### config.mk
export PLATFORM = sky130hd
export DESIGN_NAME = swl_host
export DESIGN_NICKNAME = d
export VERILOG_FILES = /design/src/core/swl_host_pkg.sv /design/src/core/swl_fifo.sv /design/src/core/swl_crc8.sv /design/src/core/swl_host.sv
export SDC_FILE = /design/constraint.sdc
export NUM_CORES = 1
export LEC_CHECK = 0
export BUFFER_PORTS_ARGS = -buffer_cell sky130_fd_sc_hd__buf_2
export CAP_MARGIN = 25
export CORE_MARGIN = 5
export CORE_UTILIZATION = 30
export CTS_CLUSTER_SIZE = 20
export DETAILED_ROUTE_END_ITERATION = 16
export HOLD_SLACK_MARGIN = 0.08
export PLACE_DENSITY = 0.41
export SLEW_MARGIN = 10
export SYNTH_ARGS = -nofsm -noshare
export SYNTH_HDL_FRONTEND = slang
export SYNTH_SLANG_ARGS = --single-unit
### constraint.sdc
create_clock -name I_CORE_CLK -period 6.1 [get_ports I_CORE_CLK]
set_clock_uncertainty 0.15 [all_clocks]
set_input_delay 0 -clock I_CORE_CLK [delete_from_list [all_inputs] [get_ports I_CORE_CLK]]
set_output_delay 0 -clock I_CORE_CLK [all_outputs]
set_load 0.01 [all_outputs]
### src/core/swl_host_pkg.sv
// Package for the single-wire link master: timing, opcodes, carrier types.
// Assumes a 100 MHz core clock; counts are derived from the times below.
package swl_host_pkg;

  // Core clock rate
  localparam int CLK_MHZ = 100;

  // Line timing in ns, master side
  localparam int RESET_LOW_TIME_NS      = 480_000;
  localparam int PRESENCE_SAMPLE_NS     = 70_000;
  localparam int RESET_HIGH_TIME_NS     = 480_000;
  localparam int SLOT_TIME_NS           = 65_000;
  localparam int WRITE_ZERO_LOW_TIME_NS = 60_000;
  localparam int WRITE_ONE_LOW_TIME_NS  = 6_000;
  localparam int READ_VALID_TIME_NS     = 13_000;
  localparam int RECOVERY_TIME_NS       = 5_000;

  // Least times, rounded up to whole cycles
  localparam int RESET_LOW_CYCLES  = (RESET_LOW_TIME_NS * CLK_MHZ + 999) / 1000;
  localparam int PRES_SAMPLE_CYCLES = (PRESENCE_SAMPLE_NS * CLK_MHZ + 999) / 1000;
  localparam int RESET_HIGH_CYCLES = (RESET_HIGH_TIME_NS * CLK_MHZ + 999) / 1000;
  localparam int SLOT_CYCLES       = (SLOT_TIME_NS * CLK_MHZ + 999) / 1000;
  localparam int WRITE_ZERO_CYCLES = (WRITE_ZERO_LOW_TIME_NS * CLK_MHZ + 999) / 1000;
  localparam int WRITE_ONE_CYCLES  = (WRITE_ONE_LOW_TIME_NS * CLK_MHZ + 999) / 1000;
  localparam int READ_VALID_CYCLES = (READ_VALID_TIME_NS * CLK_MHZ + 999) / 1000;
  localparam int RECOVERY_CYCLES   = (RECOVERY_TIME_NS * CLK_MHZ + 999) / 1000;

  // Slot timer
  localparam int TIMER_W = 20;
  typedef logic [TIMER_W-1:0] timer_t;

  // Identifier commands the user sends as write bytes
  localparam logic [7:0] CMD_READ_ID   = 8'h33;
  localparam logic [7:0] CMD_MATCH_ID  = 8'h55;
  localparam logic [7:0] CMD_SKIP_ID   = 8'hCC;
  localparam logic [7:0] CMD_SEARCH_ID = 8'hF0;

  // Bit-serial CRC, x^8 + x^5 + x^4 + 1 shifted LSB first
  localparam logic [7:0] CRC_POLY_REFLECTED = 8'h8C;
  localparam logic [7:0] CRC_RESET_VALUE    = 8'h00;

  // Search result byte layout
  localparam int SRCH_ID_BIT   = 0;
  localparam int SRCH_CMP_BIT  = 1;
  localparam int SRCH_DIR_BIT  = 2;
  localparam int SRCH_NONE_BIT = 3;

  // Command operations
  typedef enum logic [1:0] {
    OP_RESET  = 2'b00,
    OP_WRITE  = 2'b01,
    OP_READ   = 2'b10,
    OP_SEARCH = 2'b11
  } op_t;

  // Command carrier
  typedef struct packed {
    op_t        op;
    logic [7:0] data;
    logic       dir;
  } cmd_t;

endpackage

### src/core/swl_fifo.sv
// Small FIFO with a registered output stage, valid and ready on both sides.
// Assumes one clock and an active-low asynchronous reset already synchronised.
`timescale 1ns/1ns
`default_nettype none
module swl_fifo #(
  parameter int WIDTH = 8,
  parameter int DEPTH = 8
) (
  // Clock and reset
  input  wire logic             i_clk,
  input  wire logic             i_rst_n,
  // Fill side
  input  wire logic             i_in_valid,
  input  wire logic [WIDTH-1:0] i_in_data,
  output logic                  o_in_ready,
  // Drain side
  output logic                  o_out_valid,
  output logic [WIDTH-1:0]      o_out_data,
  input  wire logic             i_out_ready
);
  localparam int AW = (DEPTH > 1) ? $clog2(DEPTH) : 1;
  localparam logic [AW:0] DEPTH_C = (AW+1)'(DEPTH);

  logic [WIDTH-1:0] mem_q [DEPTH];
  logic [AW-1:0]    wp_q;
  logic [AW-1:0]    rp_q;
  logic [AW:0]      cnt_q;
  logic [AW:0]      cnt_d;
  logic             push;
  logic             pop;

  // Storage moves to the output stage whenever that stage is free
  assign push = i_in_valid && o_in_ready;
  assign pop  = (cnt_q != '0) && (!o_out_valid || i_out_ready);
  always_comb begin
    cnt_d = cnt_q + (AW+1)'(push) - (AW+1)'(pop);
  end

  // Pointers, count and full flag kept as registers
  always_ff @(posedge i_clk or negedge i_rst_n) begin
    if (!i_rst_n) begin
      wp_q       <= '0;
      rp_q       <= '0;
      cnt_q      <= '0;
      o_in_ready <= 1'b1;
    end else begin
      if (push) begin
        wp_q <= (wp_q == AW'(DEPTH - 1)) ? '0 : wp_q + AW'(1);
      end
      if (pop) begin
        rp_q <= (rp_q == AW'(DEPTH - 1)) ? '0 : rp_q + AW'(1);
      end
      cnt_q      <= cnt_d;
      o_in_ready <= (cnt_d != DEPTH_C);
    end
  end

  // Memory array, no reset needed on data
  always_ff @(posedge i_clk) begin
    if (push) begin
      mem_q[wp_q] <= i_in_data;
    end
  end

  // Output register; a stalled drain side holds the word
  always_ff @(posedge i_clk or negedge i_rst_n) begin
    if (!i_rst_n) begin
      o_out_valid <= 1'b0;
      o_out_data  <= '0;
    end else if (!o_out_valid || i_out_ready) begin
      o_out_valid <= (cnt_q != '0);
      if (cnt_q != '0) begin
        o_out_data <= mem_q[rp_q];
      end
    end
  end
endmodule
`default_nettype wire

### src/core/swl_crc8.sv
// Bit-serial CRC generator for the single-wire link.
// Assumes bits arrive one per enable pulse, least significant first.
`timescale 1ns/1ns
`default_nettype none
module swl_crc8
  import swl_host_pkg::*;
(
  // Clock and reset
  input  wire logic       i_clk,
  input  wire logic       i_rst_n,
  // Control and data
  input  wire logic       i_clr,
  input  wire logic       i_en,
  input  wire logic       i_bit,
  // Result
  output logic [7:0]      o_crc
);
  logic fb;

  assign fb = o_crc[0] ^ i_bit;

  // Clear wins over a shift only because a new sequence restarts from zero
  always_ff @(posedge i_clk or negedge i_rst_n) begin
    if (!i_rst_n) begin
      o_crc <= CRC_RESET_VALUE;
    end else if (i_clr) begin
      o_crc <= CRC_RESET_VALUE;
    end else if (i_en) begin
      o_crc <= {1'b0, o_crc[7:1]} ^ (fb ? CRC_POLY_REFLECTED : 8'h00);
    end
  end
endmodule
`default_nettype wire

### src/core/swl_host.sv
// Master for a single-wire open-drain multidrop link: reset and presence,
// byte write, byte read and search triplets, read data through a FIFO.
// Assumes an external pullup on the line and inputs synchronous to the clock.
//
// Summary of operation
// - CRC polynomial x^8 + x^5 + x^4 + 1
// - CRC starts at zero, fed LSB first
// - Master computes CRC; the user judges the result
// - Suspended master leaves line released high
// - Reset, identifier command, function, then data
// - Read identifier: 64 read slots
// - Match identifier: master sends 64 bits
// - Search: bit, complement, then master write (the code skips the write slot when bit and complement both read 1)
// - Master holds low reset time, releases
// - Slots last slot time, recovery between
// - Write one short low, zero whole slot (the code releases a zero after WRITE_ZERO_CYC, before SLOT_CYC ends)
// - Read: short low, sample at valid time
`timescale 1ns/1ns
`default_nettype none
module swl_host
  import swl_host_pkg::*;
#(
  parameter int     FIFO_DEPTH      = 8,
  parameter timer_t RESET_LOW_CYC   = timer_t'(RESET_LOW_CYCLES),
  parameter timer_t PRES_SAMPLE_CYC = timer_t'(PRES_SAMPLE_CYCLES),
  parameter timer_t RESET_HIGH_CYC  = timer_t'(RESET_HIGH_CYCLES),
  parameter timer_t SLOT_CYC        = timer_t'(SLOT_CYCLES),
  parameter timer_t WRITE_ZERO_CYC  = timer_t'(WRITE_ZERO_CYCLES)
) (
  // Clock and reset
  input  wire logic       I_CORE_CLK,
  input  wire logic       I_ARST_N,
  // Command port
  input  wire logic       I_CMD_VALID,
  input  wire cmd_t       I_CMD,
  output logic            O_CMD_READY,
  // Read data and search results
  output logic            O_RD_VALID,
  output logic [7:0]      O_RD_DATA,
  input  wire logic       I_RD_READY,
  // Status and CRC
  input  wire logic       I_CRC_CLEAR,
  output logic [7:0]      O_CRC,
  output logic            O_PRESENCE,
  output logic            O_BUSY,
  // Open-drain line
  input  wire logic       I_LINE_I,
  output logic            O_LINE_O,
  output logic            O_LINE_OE
);
  // Short times stay fixed, they fit the timer easily
  localparam timer_t WRITE_ONE_CYC  = timer_t'(WRITE_ONE_CYCLES);
  localparam timer_t READ_VALID_CYC = timer_t'(READ_VALID_CYCLES);
  localparam timer_t RECOVERY_CYC   = timer_t'(RECOVERY_CYCLES);

  typedef enum logic [1:0] {
    SL_IDLE = 2'b00,
    SL_RUN  = 2'b01,
    SL_REC  = 2'b10
  } slot_st_t;

  typedef enum logic [1:0] {
    SQ_IDLE  = 2'b00,
    SQ_RESET = 2'b01,
    SQ_BITS  = 2'b10,
    SQ_PUSH  = 2'b11
  } seq_st_t;

  logic [1:0]  rst_sync_q;
  logic        rst_n;
  slot_st_t    sl_q;
  seq_st_t     sq_q;
  timer_t      tim_q;
  timer_t      low_q;
  timer_t      samp_at_q;
  timer_t      end_q;
  logic        start_q;
  logic        kind_rst_q;
  logic        wbit_q;
  logic        samp_q;
  logic        done_q;
  op_t         op_q;
  logic [7:0]  shift_q;
  logic [2:0]  bitcnt_q;
  logic [1:0]  trip_q;
  logic        id_q;
  logic        cmp_q;
  logic        dirsel_q;
  logic [7:0]  res_q;
  logic        fifo_in_ready;
  logic        push_valid;
  logic        crc_en;
  logic        srch_dir;

  // Reset release through two flops
  always_ff @(posedge I_CORE_CLK or negedge I_ARST_N) begin
    if (!I_ARST_N) begin
      rst_sync_q <= 2'b00;
    end else begin
      rst_sync_q <= {rst_sync_q[0], 1'b1};
    end
  end
  assign rst_n = rst_sync_q[1];

  // The line is only ever pulled low or released, never driven high
  always_ff @(posedge I_CORE_CLK or negedge rst_n) begin
    if (!rst_n) begin
      O_LINE_O <= 1'b0;
    end else begin
      O_LINE_O <= 1'b0;
    end
  end

  // Slot timer: one low phase, one sample point, then recovery high
  always_ff @(posedge I_CORE_CLK or negedge rst_n) begin
    if (!rst_n) begin
      sl_q      <= SL_IDLE;
      tim_q     <= '0;
      low_q     <= '0;
      samp_at_q <= '0;
      end_q     <= '0;
      O_LINE_OE <= 1'b0;
      samp_q    <= 1'b1;
      done_q    <= 1'b0;
    end else begin
      done_q <= 1'b0;
      unique case (sl_q)
        SL_IDLE: begin
          if (start_q) begin
            sl_q      <= SL_RUN;
            tim_q     <= '0;
            O_LINE_OE <= 1'b1;
            if (kind_rst_q) begin
              low_q     <= RESET_LOW_CYC;
              samp_at_q <= RESET_LOW_CYC + PRES_SAMPLE_CYC;
              end_q     <= RESET_LOW_CYC + RESET_HIGH_CYC - timer_t'(1);
            end else begin
              low_q     <= wbit_q ? WRITE_ONE_CYC : WRITE_ZERO_CYC;
              samp_at_q <= READ_VALID_CYC;
              end_q     <= SLOT_CYC - timer_t'(1);
            end
          end
        end
        SL_RUN: begin
          tim_q <= tim_q + timer_t'(1);
          // Release exactly after the low count; a write zero never outlasts the slot
          if (tim_q + timer_t'(1) == low_q) begin
            O_LINE_OE <= 1'b0;
          end
          if (tim_q == samp_at_q) begin
            samp_q <= I_LINE_I;
          end
          if (tim_q == end_q) begin
            sl_q  <= SL_REC;
            tim_q <= '0;
          end
        end
        SL_REC: begin
          tim_q <= tim_q + timer_t'(1);
          if (tim_q == RECOVERY_CYC - timer_t'(1)) begin
            sl_q   <= SL_IDLE;
            done_q <= 1'b1;
          end
        end
        default: begin
          sl_q      <= SL_IDLE;
          O_LINE_OE <= 1'b0;
        end
      endcase
    end
  end

  // Search direction: forced when bit and complement differ, else the user's choice
  assign srch_dir = (id_q != samp_q) ? id_q : dirsel_q;

  // Command sequencer
  always_ff @(posedge I_CORE_CLK or negedge rst_n) begin
    if (!rst_n) begin
      sq_q        <= SQ_IDLE;
      O_CMD_READY <= 1'b0;
      O_BUSY      <= 1'b0;
      O_PRESENCE  <= 1'b0;
      start_q     <= 1'b0;
      kind_rst_q  <= 1'b0;
      wbit_q      <= 1'b1;
      op_q        <= OP_RESET;
      shift_q     <= 8'hFF;
      bitcnt_q    <= 3'h0;
      trip_q      <= 2'h0;
      id_q        <= 1'b0;
      cmp_q       <= 1'b0;
      dirsel_q    <= 1'b0;
      res_q       <= 8'h00;
    end else begin
      start_q <= 1'b0;
      unique case (sq_q)
        SQ_IDLE: begin
          O_CMD_READY <= 1'b1;
          O_BUSY      <= 1'b0;
          if (I_CMD_VALID && O_CMD_READY) begin
            O_CMD_READY <= 1'b0;
            O_BUSY      <= 1'b1;
            op_q        <= I_CMD.op;
            dirsel_q    <= I_CMD.dir;
            bitcnt_q    <= 3'h0;
            trip_q      <= 2'h0;
            start_q     <= 1'b1;
            // Reads send ones so the slave can pull the bit low
            shift_q     <= (I_CMD.op == OP_WRITE) ? I_CMD.data : 8'hFF;
            wbit_q      <= (I_CMD.op == OP_WRITE) ? I_CMD.data[0] : 1'b1;
            kind_rst_q  <= (I_CMD.op == OP_RESET);
            sq_q        <= (I_CMD.op == OP_RESET) ? SQ_RESET : SQ_BITS;
          end
        end
        SQ_RESET: begin
          if (done_q) begin
            O_PRESENCE <= !samp_q;
            sq_q       <= SQ_IDLE;
          end
        end
        SQ_BITS: begin
          if (done_q) begin
            if (op_q == OP_SEARCH) begin
              unique case (trip_q)
                2'h0: begin
                  id_q    <= samp_q;
                  trip_q  <= 2'h1;
                  wbit_q  <= 1'b1;
                  start_q <= 1'b1;
                end
                2'h1: begin
                  cmp_q <= samp_q;
                  if (id_q && samp_q) begin
                    // Nobody answered: skip the write slot
                    res_q <= {4'h0, 1'b1, 1'b1, samp_q, id_q};
                    sq_q  <= SQ_PUSH;
                  end else begin
                    trip_q  <= 2'h2;
                    wbit_q  <= srch_dir;
                    start_q <= 1'b1;
                    res_q   <= {4'h0, 1'b0, srch_dir, samp_q, id_q};
                  end
                end
                default: begin
                  sq_q <= SQ_PUSH;
                end
              endcase
            end else begin
              // Sampled level is the readback, also for writes on a wired-AND line
              shift_q <= {samp_q, shift_q[7:1]};
              if (bitcnt_q == 3'h7) begin
                res_q <= {samp_q, shift_q[7:1]};
                sq_q  <= (op_q == OP_READ) ? SQ_PUSH : SQ_IDLE;
              end else begin
                bitcnt_q <= bitcnt_q + 3'h1;
                wbit_q   <= (op_q == OP_WRITE) ? shift_q[1] : 1'b1;
                start_q  <= 1'b1;
              end
            end
          end
        end
        SQ_PUSH: begin
          // Full FIFO stalls the sequencer, so no result is dropped
          if (fifo_in_ready) begin
            sq_q <= SQ_IDLE;
          end
        end
        default: begin
          sq_q <= SQ_IDLE;
        end
      endcase
    end
  end

  assign push_valid = (sq_q == SQ_PUSH);

  // Every byte bit on the line feeds the CRC; the user judges the result
  assign crc_en = done_q && (sq_q == SQ_BITS) && (op_q != OP_SEARCH);

  swl_crc8 u_crc (
    .i_clk   (I_CORE_CLK),
    .i_rst_n (rst_n),
    .i_clr   (I_CRC_CLEAR),
    .i_en    (crc_en),
    .i_bit   (samp_q),
    .o_crc   (O_CRC)
  );

  swl_fifo #(
    .WIDTH (8),
    .DEPTH (FIFO_DEPTH)
  ) u_fifo (
    .i_clk       (I_CORE_CLK),
    .i_rst_n     (rst_n),
    .i_in_valid  (push_valid),
    .i_in_data   (res_q),
    .o_in_ready  (fifo_in_ready),
    .o_out_valid (O_RD_VALID),
    .o_out_data  (O_RD_DATA),
    .i_out_ready (I_RD_READY)
  );

  // Unused search complement bit copy kept only for result layout
  logic unused_cmp;
  assign unused_cmp = cmp_q;
endmodule
`default_nettype wire

# == After elaboration in Yosys (flattened, before gate mapping) ==
# Memories as Yosys holds them, arrays and structs flattened. A register that Yosys moved wholly into a read port is not among the register bits.
# Cells that the tools add are included.
# Widths: inputs -> output; s select.
# word_totals
regBits,140
latch_bits,0
ram_bits,64
romBits,0
inputBits,17
output_inout_bits,22
word_cells,185
mem_count,1
# classes
add_sub_neg,6
n_mul,0
div,0
magnitude_cmp,0
n_eq_ne,40
shifts,0
muxes,72
bitwise_logic,3
n_reduce_logical,34
# mem_list
memory,depth,word_bits,rd,rd_ports_with_merged_regs,wr,line_no,text
u_fifo.mem_q,8,8,1,1,1,swl_fifo.sv:24,logic [WIDTH-1:0] mem_q [DEPTH];
# ops
cell,n
$mux 8,10
$eq 20x20->1,3
$pmux 20 s3,1
$mux 20,2
$mux 16,2
$mux 2,16
$ne 2x2->1 const B,12
$add 20x1->20 const B,1
$eq 20x9->1 const B,1
$mux 1,20
$mux 3,6
$mux 17,1
$pmux 8 s2,1
$mux 13,1
$ne 3x3->1 const B,4
$ne 4x4->1 const B,3
$pmux 2 s2,3
$reduce_and 2->1,6
$reduce_and 4->1,3
$reduce_and 6->1,2
$eq 2x1->1 const B,5
$eq 2x2->1 const B,5
$add 3x1->3 const B,3
$eq 3x3->1 const B,3
other kinds (25),41

# == Depth between registers and ports, before layout ==
# Gate-level depths: netlist (run 1).
# logic_depth
ltp_word,7
ltp_mapped,12

# == Modules after synthesis ==
# A second synthesis (run 1) with hierarchy kept.
# hier_totals
cells_unflattened,702
area_unflattened_um2,7737.4
# modules_own_cells
module,instances,cells_per_inst,area_each_um2
swl_host,1,453,3952.5
swl_fifo,1,217,3412.0
swl_crc8,1,32,372.9

# == Least setup slack after synthesis (run 1) ==
# Ideal clock, no wire load.
# synth_path
path_type,reg-to-reg
start,reg u_fifo.cnt_q[2]
end,reg u_fifo.o_in_ready
setup_time_ps,100
arrival_ps,2773
required_ps,5850
setup_slack_ps,3077
path_stages_with_launch,13
cell_sequence,dfrtp_1 inv_1 ha_1 and3_1 a21oi_1 clkbuf_1 ha_1 inv_1 ha_1 inv_1 fa_1 inv_1 or4b_2
# synth_via
elab_chain_len,4
elab_cells_between_ends,5
classes_between,add/sub (2); eq/ne (1); reduce/logical (2)
# synth_lines
item,line_no,text
start: declaration,swl_fifo.sv:27,logic [AW:0] cnt_q;
start signal: assignment,swl_fifo.sv:53,cnt_q <= cnt_d;
$reduce_bool 4->1,swl_fifo.sv:34,assign pop = (cnt_q != '0) && (!o_out_valid || i_out_ready);
$logic_and 1x1->1,swl_fifo.sv:34,
named net u_fifo.pop,swl_fifo.sv:30,logic pop;
$sub 4x1->4,swl_fifo.sv:36,cnt_d = cnt_q + (AW+1)'(push) - (AW+1)'(pop);
named net u_fifo.cnt_d[1],swl_fifo.sv:28,logic [AW:0] cnt_d;
$ne 4x4->1,swl_fifo.sv:54,o_in_ready <= (cnt_d != DEPTH_C);
end signal: assignment,swl_fifo.sv:54,
end: declaration,swl_fifo.sv:15,"output logic o_in_ready,"
# The timed path passes the listed nets, and every way through them passes these cells.
# A chain may end at the register's enable or synchronous reset.

# == Final worst setup path (run 1) ==
# layout_path
start,reg tim_q[0]
end,reg O_LINE_OE
# layout_via
elab_chain_len,4
# layout_lines
item,line_no,text
start: declaration,swl_host.sv:73,timer_t tim_q;
start signal: assignment,swl_host.sv:145,tim_q <= tim_q + timer_t'(1);
start signal: assignment,swl_host.sv:159,tim_q <= tim_q + timer_t'(1);
$add 20x1->20,swl_host.sv:147,if (tim_q + timer_t'(1) == low_q) begin
$eq 20x20->1,swl_host.sv:147,
$ne 2x2->1 (no line),--,
$reduce_and 3->1 (no line),--,
end signal: assignment,swl_host.sv:132,O_LINE_OE <= 1'b1;
end signal: assignment,swl_host.sv:148,O_LINE_OE <= 1'b0;
end signal: assignment,swl_host.sv:167,O_LINE_OE <= 1'b0;
end: declaration,swl_host.sv:49,output logic O_LINE_OE
# Every way passes these cells.

==> flow_metrics.env, run 1 <==
export IMPL_viasPerCell=5.00
export IMPL_outcome="finished, final reports clean"
export IMPL_firstDrtPassIters=4
export IMPL_timing_rr_start="tim_q[0]"
export IMPL_regToRegSetupSlack_ns=2.83
export IMPL_synthTopCellsByArea="dfrtp_1 (27%), edfxtp_1 (25%), mux4_2 (4.7%), dfstp_2 (3.4%), nand2_1 (3.3%)"
export IMPL_cp_required_ns=6.31
export IMPL_cts_repair_resized=0
export IMPL_place_congestion=0.810
export IMPL_yosysTopAreaCell="dfrtp_1"
export IMPL_pwr_share_seq_pct=41.9
export IMPL_wl_microns=18200
export IMPL_critical_path_max_fanout=10
export IMPL_finalHoldViolations=0
export IMPL_syn_to_final_growth_pct=16.3
export IMPL_numCtsBuffers=17
export IMPL_grt_pass1_wl_microns=30000
export IMPL_cts_sinks=157
export IMPL_drt_iter0_drc=301
export IMPL_routedWlPerCell_microns=17.3
export IMPL_power_switching_w=0.00129
export IMPL_p_sw_share_pct=35.7
export IMPL_core_area_sq_um=25300
export IMPL_drc=0
export IMPL_yosys_warnings=0
export IMPL_netlist_instances=672
export IMPL_yosysSeqAreaShare_pct=55.2
export IMPL_dieWidth_microns=170
export IMPL_post_route_min_period_ns=3.27
export IMPL_grt_pass1_vias=5379
export IMPL_max_cap_violations=0
export IMPL_clockRootBuffer="clkbuf_16"
export IMPL_rr_worst_depth=8
export IMPL_drive_above_1_share_pct=18.3
export IMPL_tightest_slew_ns=0.973
export IMPL_async_flop_share_pct=59.2
export IMPL_crit_path_start="tim_q[0]"
export IMPL_start_kind="flop"
export IMPL_p_per_area_nw_per_um2=405
export IMPL_ys_flop_type="dfrtp_1"
export IMPL_synth_top_area_share_pct=26.9
export IMPL_track_usage_pct=13.2
export IMPL_crit_type="flop to flop"
export IMPL_nets=750
export IMPL_die_area_sq_um=29000
export IMPL_fin_tns_setup_ns=0
export IMPL_cts_tree="yes"
export IMPL_clkTransAtPathRegs_ns=0.07
export IMPL_synth_area_per_cell_sq_um=11.5
export IMPL_overflow=0
export IMPL_vias=5284
export IMPL_synth_distinct_cells=65
export IMPL_syn_nets=709
export IMPL_cp_arrival_ns=3.48
export IMPL_initial_utilization_pct=30.5
export IMPL_endpoint_kind="flop"
export IMPL_grt_max_degree=70
export IMPL_die_h_microns=170
export IMPL_netlist_area_sq_um=7710
export IMPL_dp_hpwl_microns=12400
export IMPL_clkPwrFrac_pct=29.8
export IMPL_rr_endpoint="O_LINE_OE"
export IMPL_synth_common_cells="dfrtp_1 (83), nand2_1 (67), edfxtp_1 (64), o21ai_0 (42), nor2_1 (41)"
export IMPL_final_setup_viol_count=0
export IMPL_grt_antenna_before_repair=0
export IMPL_io_pins=39
export IMPL_htreeDepth=4
export IMPL_leakagePower_nw=3.60
export IMPL_rows=58
export IMPL_yosys_register_bits=157
export IMPL_max_freq_mhz=306
export IMPL_endpoint="O_LINE_OE"
export IMPL_internal_power_w=0.00234
export IMPL_slew_headroom_pct=35.1
export IMPL_synth_most_common_cell="dfrtp_1"
export IMPL_report_final_slew_viol_count=0
export IMPL_vdd_drop_max_uv=191
export IMPL_hp_class="flop to async pin"
export IMPL_numPortBuffers=37
export IMPL_drtAntennaViolNets=0
export IMPL_timing_final_crit_share_pct=53.6
export IMPL_p_comb_share_pct=28.3
export IMPL_synth_edf_count=64
export IMPL_rsz0062_at_grt="false"
export IMPL_antenna_cells=0
export IMPL_holdWs_ns=0.0774
export IMPL_clk_latency_ns=0.42
export IMPL_cts_max_path_buffers=2
-- metal layers --
metal	GRT usage [%]	vias up	share of wire [%]
met5	0	-	0
met4	3.47	0	0.99
met3	2.72	15	3.5
met2	21.2	97	48
met1	18.4	2630	48
li1	-	2542	-
-- flip-flops by register name, summed over array words and instances (netlist names), 3 cells and up --
register and cells:
u_fifo.mem_q 64, tim_q 20, res_q 8, u_crc.o_crc 8
u_fifo.o_out_data 8, shift_q 7, u_fifo.cnt_q 4, bitcnt_q 3
end_q 3, low_q 3, u_fifo.rp_q 3, u_fifo.wp_q 3
-- per-stage QoR --
stage / util, % / cells / power [W] / worst slack (ns) / instance area, sq um
final: 35.5 / 1056 / 0.00363 / 2.83 / 8970
after global routing: 35.5 / 1056 / 0.00388 / 2.52 / 8970
after CTS: 35.4 / 1055 / 0.00369 / 2.85 / 8940
after detailed placement: 32.4 / 1006 / 0.00258 / 2.88 / 8170
after global placement: 32.4 / 1006 / 0.00255 / 2.95 / 8170
after floorplan: - / 672 / 0.00226 / 3.08 / 7710
-- critical path: stages (launching register included) --
cell,delay [ns]
dfrtp_1,0.50
ha_1,0.43
nand3_1,0.35
nor4_1,0.69
xnor2_1,0.19
nand2_1,0.07
nor4_1,0.44
a31o_2,0.23
o311a_1,0.15
-- logic make-up (layout without fill, tap and decap cells) --
| group | after synthesis | in the layout | share of synthesized area [%] |
|---|---|---|---|
| xor gates and xnor gates | 23 | 23 | 2.61 |
| DFF | 157 | 157 | 55.2 |
| and+or+nand+nor | 224 | 224 | 14.9 |
| AOI/OAI and AO/OA | 134 | 134 | 10.8 |
| other | 2 | 2 | 0.0974 |
| muxes | 49 | 49 | 9.18 |
| adders and majority gates | 20 | 20 | 3.34 |
| buffers and inverters | 63 | 117 | 3.83 |
-- layout by cell type (no fill, tap or decap), types with 5 or more instances in the layout --
master | Yosys | final
or3_1 | 7 | 7
o22ai_1 | 8 | 8
mux4_2 | 16 | 16
mux2i_1 | 19 | 19
dfstp_2 | 10 | 10
nand4_1 | 12 | 12
buf_4 | 6 | 6
clkbuf_16 | 0 | 17
nand2_1 | 67 | 67
and3_1 | 5 | 5
a22o_1 | 5 | 5
nor3b_1 | 8 | 8
dlygate4sd3_1 | 0 | 17
o21ai_0 | 42 | 42
nand3_1 | 20 | 20
xor2_1 | 12 | 12
dfrtp_1 | 83 | 82
a21o_1 | 11 | 11
inv_1 | 24 | 24
a21oi_1 | 38 | 38
nand2b_1 | 8 | 8
edfxtp_1 | 64 | 64
xnor2_1 | 11 | 11
ha_1 | 19 | 19
buf_2 | 10 | 37
nor2_1 | 41 | 41
nor4_1 | 9 | 9
mux2_2 | 13 | 13
nor3_1 | 24 | 21
-- power groups by stage --
| stage | sequential (W) | clock, W | combinational [W] |
|---|---|---|---|
| 6_report | 0.00152 | 0.00108 | 0.00103 |
| 5_1_grt | 0.00155 | 0.00117 | 0.00116 |
| 4_1_cts | 0.00153 | 0.00112 | 0.00105 |
| 3_5_place_dp | 0.00155 | 0 | 0.00103 |
| 3_3_place_gp | 0.00154 | 0 | 0.00102 |
| 2_1_floorplan | 0.00143 | 0 | 0.000823 |
-- worst min path at each step --
stage               slack [ns]             to  cells after the start           from
detailed placement       -0.36  rst_sync_q[0]                      1       I_ARST_N
floorplan                -0.45  rst_sync_q[0]                      0       I_ARST_N
finish                    0.08    bitcnt_q[0]                      0  rst_sync_q[1]
global placement         -0.37  rst_sync_q[0]                      1       I_ARST_N
CTS                       0.09    bitcnt_q[1]                      0  rst_sync_q[1]
global route              0.12    bitcnt_q[0]                      0  rst_sync_q[1]
-- area by class of cell --
type                       count  area (sq um)
clock inverter                15           175
clock buffer                  17           425
timing repair buffer          61           428
tap                          330           413
multi-input combinational    452          3170
inverter                      24          90.1
fill                        2528         16300
sequential                   157          4270
-- what timing repair did --
item                      4_1_cts  5_1_grt
setup buffers                   0        0
hold endpoints to repair       40        0
hold buffers                   17        0
Note: power is estimated with default switching activity, not from simulation.
==> inputs of run 2 (changes only) <==
==> constraint.sdc (replaced) <==
create_clock -name I_CORE_CLK -period 3.2 [get_ports I_CORE_CLK]
set_clock_uncertainty 0.15 [all_clocks]
set_input_delay 0 -clock I_CORE_CLK [delete_from_list [all_inputs] [get_ports I_CORE_CLK]]
set_output_delay 0 -clock I_CORE_CLK [all_outputs]
set_load 0.01 [all_outputs]
==> flow_metrics.env, run 2 (synthesis results as in run 1) <==
export IMPL_viasPerCell=5.05
export IMPL_worstPathCellList="nand3_2, nor4_4, mux2i_1, a211oi_1, a2111oi_0, a31o_2, o311a_1"
export IMPL_timing_final_crit_share_pct=90.1
export IMPL_crit_type="flop to flop"
export IMPL_cts_sinks=157
export IMPL_die_area_sq_um=29000
export IMPL_grt_pass1_wl_microns=31500
export IMPL_p_per_area_nw_per_um2=786
export IMPL_grt_antenna_before_repair=0
export IMPL_rr_worst_depth=7
export IMPL_hp_class="input port to flop"
export IMPL_vdd_drop_max_uv=363
export IMPL_rr_endpoint="O_LINE_OE"
export IMPL_io_pins=39
export IMPL_endpoint_kind="flop"
export IMPL_drt_iter0_drc=318
export IMPL_cts_max_path_buffers=2
export IMPL_largest_reg_flops=64
export IMPL_htreeDepth=4
export IMPL_endpoint="O_LINE_OE"
export IMPL_timing_rr_start="tim_q[10]"
export IMPL_overflow=0
export IMPL_drc=0
export IMPL_die_h_microns=170
export IMPL_cp_arrival_ns=3.10
export IMPL_critical_path_max_fanout=10
export IMPL_syn_to_final_growth_pct=19.3
export IMPL_fin_util_pct=36.4
export IMPL_nets=775
export IMPL_initial_utilization_pct=30.5
export IMPL_routedWlPerCell_microns=17.8
export IMPL_most_common_layout_cells="dfrtp_1 (82), nand2_1 (67), edfxtp_1 (64)"
export IMPL_clockRootBuffer="clkbuf_16"
export IMPL_track_usage_pct=13.7
export IMPL_seq_area_sq_um=4270
export IMPL_max_cap_violations=0
export IMPL_crit_path_start="tim_q[10]"
export IMPL_max_freq_mhz=347
export IMPL_clk_latency_ns=0.42
export IMPL_tightest_slew_ns=0.953
export IMPL_cpPeakStageDelay_ns=0.60
export IMPL_top_regs="u_fifo.mem_q (64), tim_q (20)"
export IMPL_grt_max_degree=48
export IMPL_report_final_slew_viol_count=0
export IMPL_cts_repair_resized=0
export IMPL_wl_microns=19200
export IMPL_final_common_cell="dfrtp_1"
export IMPL_multi_input_area_sq_um=3160
export IMPL_fin_tns_setup_ns=0
export IMPL_drtAntennaViolNets=0
export IMPL_dp_hpwl_microns=12900
export IMPL_clkTransAtPathRegs_ns=0.07
export IMPL_leakagePower_nw=3.74
export IMPL_rows=58
export IMPL_outcome="finished, final reports clean"
export IMPL_antenna_cells=0
export IMPL_post_cts_buffers=0
export IMPL_vias=5460
export IMPL_regMostFlops="u_fifo.mem_q"
export IMPL_regToRegSetupSlack_ns=0.32
export IMPL_ctsHoldBuffers=26
export IMPL_numCtsBuffers=17
export IMPL_place_congestion=0.857
export IMPL_final_setup_viol_count=0
export IMPL_drive_above_1_share_pct=19.6
export IMPL_start_kind="flop"
export IMPL_grt_pass1_vias=5608
export IMPL_dieWidth_microns=170
export IMPL_slew_headroom_pct=36.5
export IMPL_firstDrtPassIters=6
export IMPL_core_area_sq_um=25300
export IMPL_slowest_stage="dfrtp_1"
export IMPL_cts_tree="yes"
export IMPL_n_fill_cell=2498
export IMPL_rsz0062_at_grt="false"
export IMPL_numPortBuffers=37
export IMPL_finalHoldViolations=0
export IMPL_post_route_min_period_ns=2.88
export IMPL_cp_required_ns=3.41
==> run 2: cell types whose count changed in the layout (fill, tap and decap cells not counted), moves of 3 or more <==
cell and delta:
buf_4 +16, dlygate4sd3_1 +9, inv_6 -3, inv_8 +3, nor3_1 +3, nor3_2 -3
==> run 2: metrics by stage <==
step           hold slack, ns  setup WS (ns)  cell area [sq um]  cells  total power, W
2_1_floorplan          -0.446          0.177               7710    672         0.00430
3_3_place_gp           -0.366          0.371               8300   1023         0.00492
3_5_place_dp           -0.363          0.323               8300   1023         0.00498
4_1_cts                 0.158          0.302               9200   1081         0.00734
5_1_grt                 0.182          0.139               9200   1081         0.00772
6_report                0.180          0.318               9200   1081         0.00723
==> run 2: worst min path at each step <==
stage	startpoint	to	depth (start not counted)
final	I_RD_READY	u_fifo.o_out_valid	3
after global placement	I_ARST_N	rst_sync_q[0]	1
after floorplan	I_ARST_N	rst_sync_q[0]	0
after global routing	I_RD_READY	u_fifo.o_out_valid	3
after CTS	I_RD_READY	u_fifo.o_out_valid	3
after detailed placement	I_ARST_N	rst_sync_q[0]	1
==> run 2: report_power, final <==
| group | total (W) | switching (W) | internal (W) | leakage, nW |
|---|---|---|---|---|
| Combinational | 0.00215 | 0.00114 | 0.00101 | 1.63 |
| Sequential | 0.00288 | 0.000430 | 0.00245 | 1.80 |
| Clock | 0.00219 | 0.000979 | 0.00121 | 0.310 |
==> run 2: final cells by class <==
cell class / count / area share, %
clock inverter: 15 / 2.37
timing repair buffer: 86 / 6.86
multi-input combinational: 452 / 34.3
inverter: 24 / 0.979
tap: 330 / 4.49
clock buffer: 17 / 4.62
sequential: 157 / 46.4
==> run 2: metal layers <==
layer  vias to the layer above  track usage [%]  wire (microns)
met1                      2720             19.1            9150
li1                       2598                -               -
met5                         -                0               0
met2                       124             21.9            9100
met4                         0             3.09             173
met3                        18             3.23             769
==> run 2: worst max-delay path: cells and delay by family (launching register included) <==
family           cells  cell delay (ns)
AO/OA/AOI/OAI        4             1.03
AND/OR/NAND/NOR      2             0.80
flip-flops           1             0.60
multiplexers         1             0.23
==> inputs of run 3 (changes only) <==
--- a/config.mk
+++ b/config.mk
@@ -7,6 +7,7 @@
 export LEC_CHECK = 0
 export BUFFER_PORTS_ARGS = -buffer_cell sky130_fd_sc_hd__buf_2
 export CAP_MARGIN = 25
+export CORE_ASPECT_RATIO = 0.5
 export CORE_MARGIN = 5
 export CORE_UTILIZATION = 30
 export CTS_CLUSTER_SIZE = 20
==> flow_metrics.env, run 3 (synthesis results as in run 1) <==
export IMPL_outcome="finished, final reports clean"
export IMPL_cp_required_ns=3.41
export IMPL_die_area_sq_um=29200
export IMPL_grt_pass1_vias=5284
export IMPL_clockRootBuffer="clkbuf_16"
export IMPL_drt_iter0_drc=440
export IMPL_core_area_sq_um=25200
export IMPL_top_regs="u_fifo.mem_q (64), tim_q (20)"
export IMPL_grt_max_degree=71
export IMPL_p_per_area_nw_per_um2=760
export IMPL_wl_microns=18800
export IMPL_max_freq_mhz=347
export IMPL_clkTransAtPathRegs_ns=0.07
export IMPL_fin_tns_setup_ns=0
export IMPL_die_h_microns=123
export IMPL_firstDrtPassIters=4
export IMPL_overflow=0
export IMPL_crit_type="flop to flop"
export IMPL_rows=41
export IMPL_htreeDepth=4
export IMPL_numPortBuffers=37
export IMPL_drive_above_1_share_pct=19.8
export IMPL_grt_pass1_wl_microns=30300
export IMPL_p_sw_share_pct=34.3
export IMPL_place_ws_ns=0.291
export IMPL_numCtsBuffers=17
export IMPL_final_cell_count_no_fill=1090
export IMPL_nets=770
export IMPL_viasPerCell=4.86
export IMPL_tightest_slew_ns=0.989
export IMPL_cts_max_path_buffers=2
export IMPL_vdd_drop_max_uv=298
export IMPL_n_fill_cell=2514
export IMPL_dp_hpwl_microns=12500
export IMPL_initial_utilization_pct=30.6
export IMPL_hp_class="flop to async pin"
export IMPL_report_final_slew_viol_count=0
export IMPL_final_common_cell="dfrtp_1"
export IMPL_start_kind="flop"
export IMPL_vias=5294
export IMPL_dieWidth_microns=237
export IMPL_drtAntennaViolNets=0
export IMPL_finalPower_w=0.00692
export IMPL_drc=0
export IMPL_clkPwrFrac_pct=29.3
export IMPL_place_congestion=0.780
export IMPL_critical_path_max_fanout=10
export IMPL_finalHoldViolations=0
export IMPL_cts_sinks=157
export IMPL_track_usage_pct=13.5
export IMPL_dp_cells=1039
export IMPL_timing_final_crit_share_pct=89.9
export IMPL_leakagePower_nw=3.69
export IMPL_io_pins=39
export IMPL_routedWlPerCell_microns=17.2
export IMPL_setup_ws_ns=0.322
export IMPL_most_common_layout_cells="dfrtp_1 (82), nand2_1 (67), edfxtp_1 (64)"
export IMPL_endpoint_kind="flop"
export IMPL_syn_to_final_growth_pct=18.0
export IMPL_final_setup_viol_count=0
export IMPL_antenna_cells=0
export IMPL_largest_reg_flops=64
export IMPL_rsz0062_at_grt="false"
export IMPL_post_route_min_period_ns=2.88
export IMPL_p_comb_share_pct=29.3
export IMPL_max_cap_violations=0
export IMPL_pwr_share_seq_pct=41.4
export IMPL_slew_headroom_pct=34.1
export IMPL_grt_antenna_before_repair=0
export IMPL_seq_area_sq_um=4270
export IMPL_clk_latency_ns=0.43
export IMPL_multi_input_area_sq_um=3170
export IMPL_internal_power_w=0.00454
export IMPL_cp_arrival_ns=3.09
export IMPL_regMostFlops="u_fifo.mem_q"
export IMPL_cts_tree="yes"
export IMPL_power_switching_w=0.00237
## run 3: power by group through the flow
stage                     logic, W  registers (W)  clock network (W)
after floorplan            0.00157        0.00274                  0
after global placement     0.00203        0.00292                  0
after detailed placement   0.00203        0.00292                  0
after CTS                  0.00207        0.00288            0.00209
after global routing       0.00230        0.00293            0.00217
final                      0.00203        0.00286            0.00203
## run 3: final timing paths
check                           slack [ns]          start            endpoint  cells past startpoint
worst min register to register        0.16  rst_sync_q[1]            res_q[6]                      0
min in group I_CORE_CLK               0.16     I_RD_READY  u_fifo.o_out_valid                      3
worst max-delay path                  0.32       tim_q[0]           O_LINE_OE                      9
worst min-delay path                  0.16  rst_sync_q[1]            res_q[6]                      0
worst max register to register        0.32       tim_q[0]           O_LINE_OE                      9
max in group asynchronous             2.09  rst_sync_q[1]   u_fifo.o_in_ready                      1
## run 3: final cells by class
type                            count  share of cell area [%]
Sequential cell                   157                    46.9
Multi-Input combinational cell    452                    34.8
Clock buffer                       20                    4.80
Timing Repair Buffer               81                    6.30
Inverter                           24                   0.990
Tap cell                          344                    4.73
Clock inverter                     12                    1.50
## run 3: timing repair
action,4_1_cts,5_1_grt
endpoints found under the setup margin,0,1
resized for setup,0,1
hold buffers,18,0
hold endpoints to repair,37,0
buffers inserted,0,0
## run 3: through the flow
| stage | cell area (sq um) | util (%) | hold slack [ns] |
|---|---|---|---|
| final | 9100 | 36.1 | 0.159 |
| after detailed placement | 8320 | 33.0 | -0.361 |
| after global routing | 9100 | 36.1 | 0.185 |
| after CTS | 9070 | 35.9 | 0.132 |
| after floorplan | 7710 | - | -0.446 |
| after global placement | 8320 | 33.0 | -0.364 |
## run 3: critical path, stage by stage, from the launching register on
cell and delay, ns:
dfrtp_1 0.52, ha_1 0.25, nand3_1 0.28, nor4_1 0.27, buf_4 0.19, xnor2_1 0.11
nand2_1 0.07, nor4_1 0.56, a31o_2 0.26, o311a_1 0.15
## run 3: layer usage
| layer | part of all wire [%] | GRT usage (%) |
|---|---|---|
| met2 | 49 | 22.7 |
| met5 | 0 | 0 |
| met3 | 3.2 | 3.37 |
| met4 | 1.3 | 4.29 |
| met1 | 47 | 17.5 |
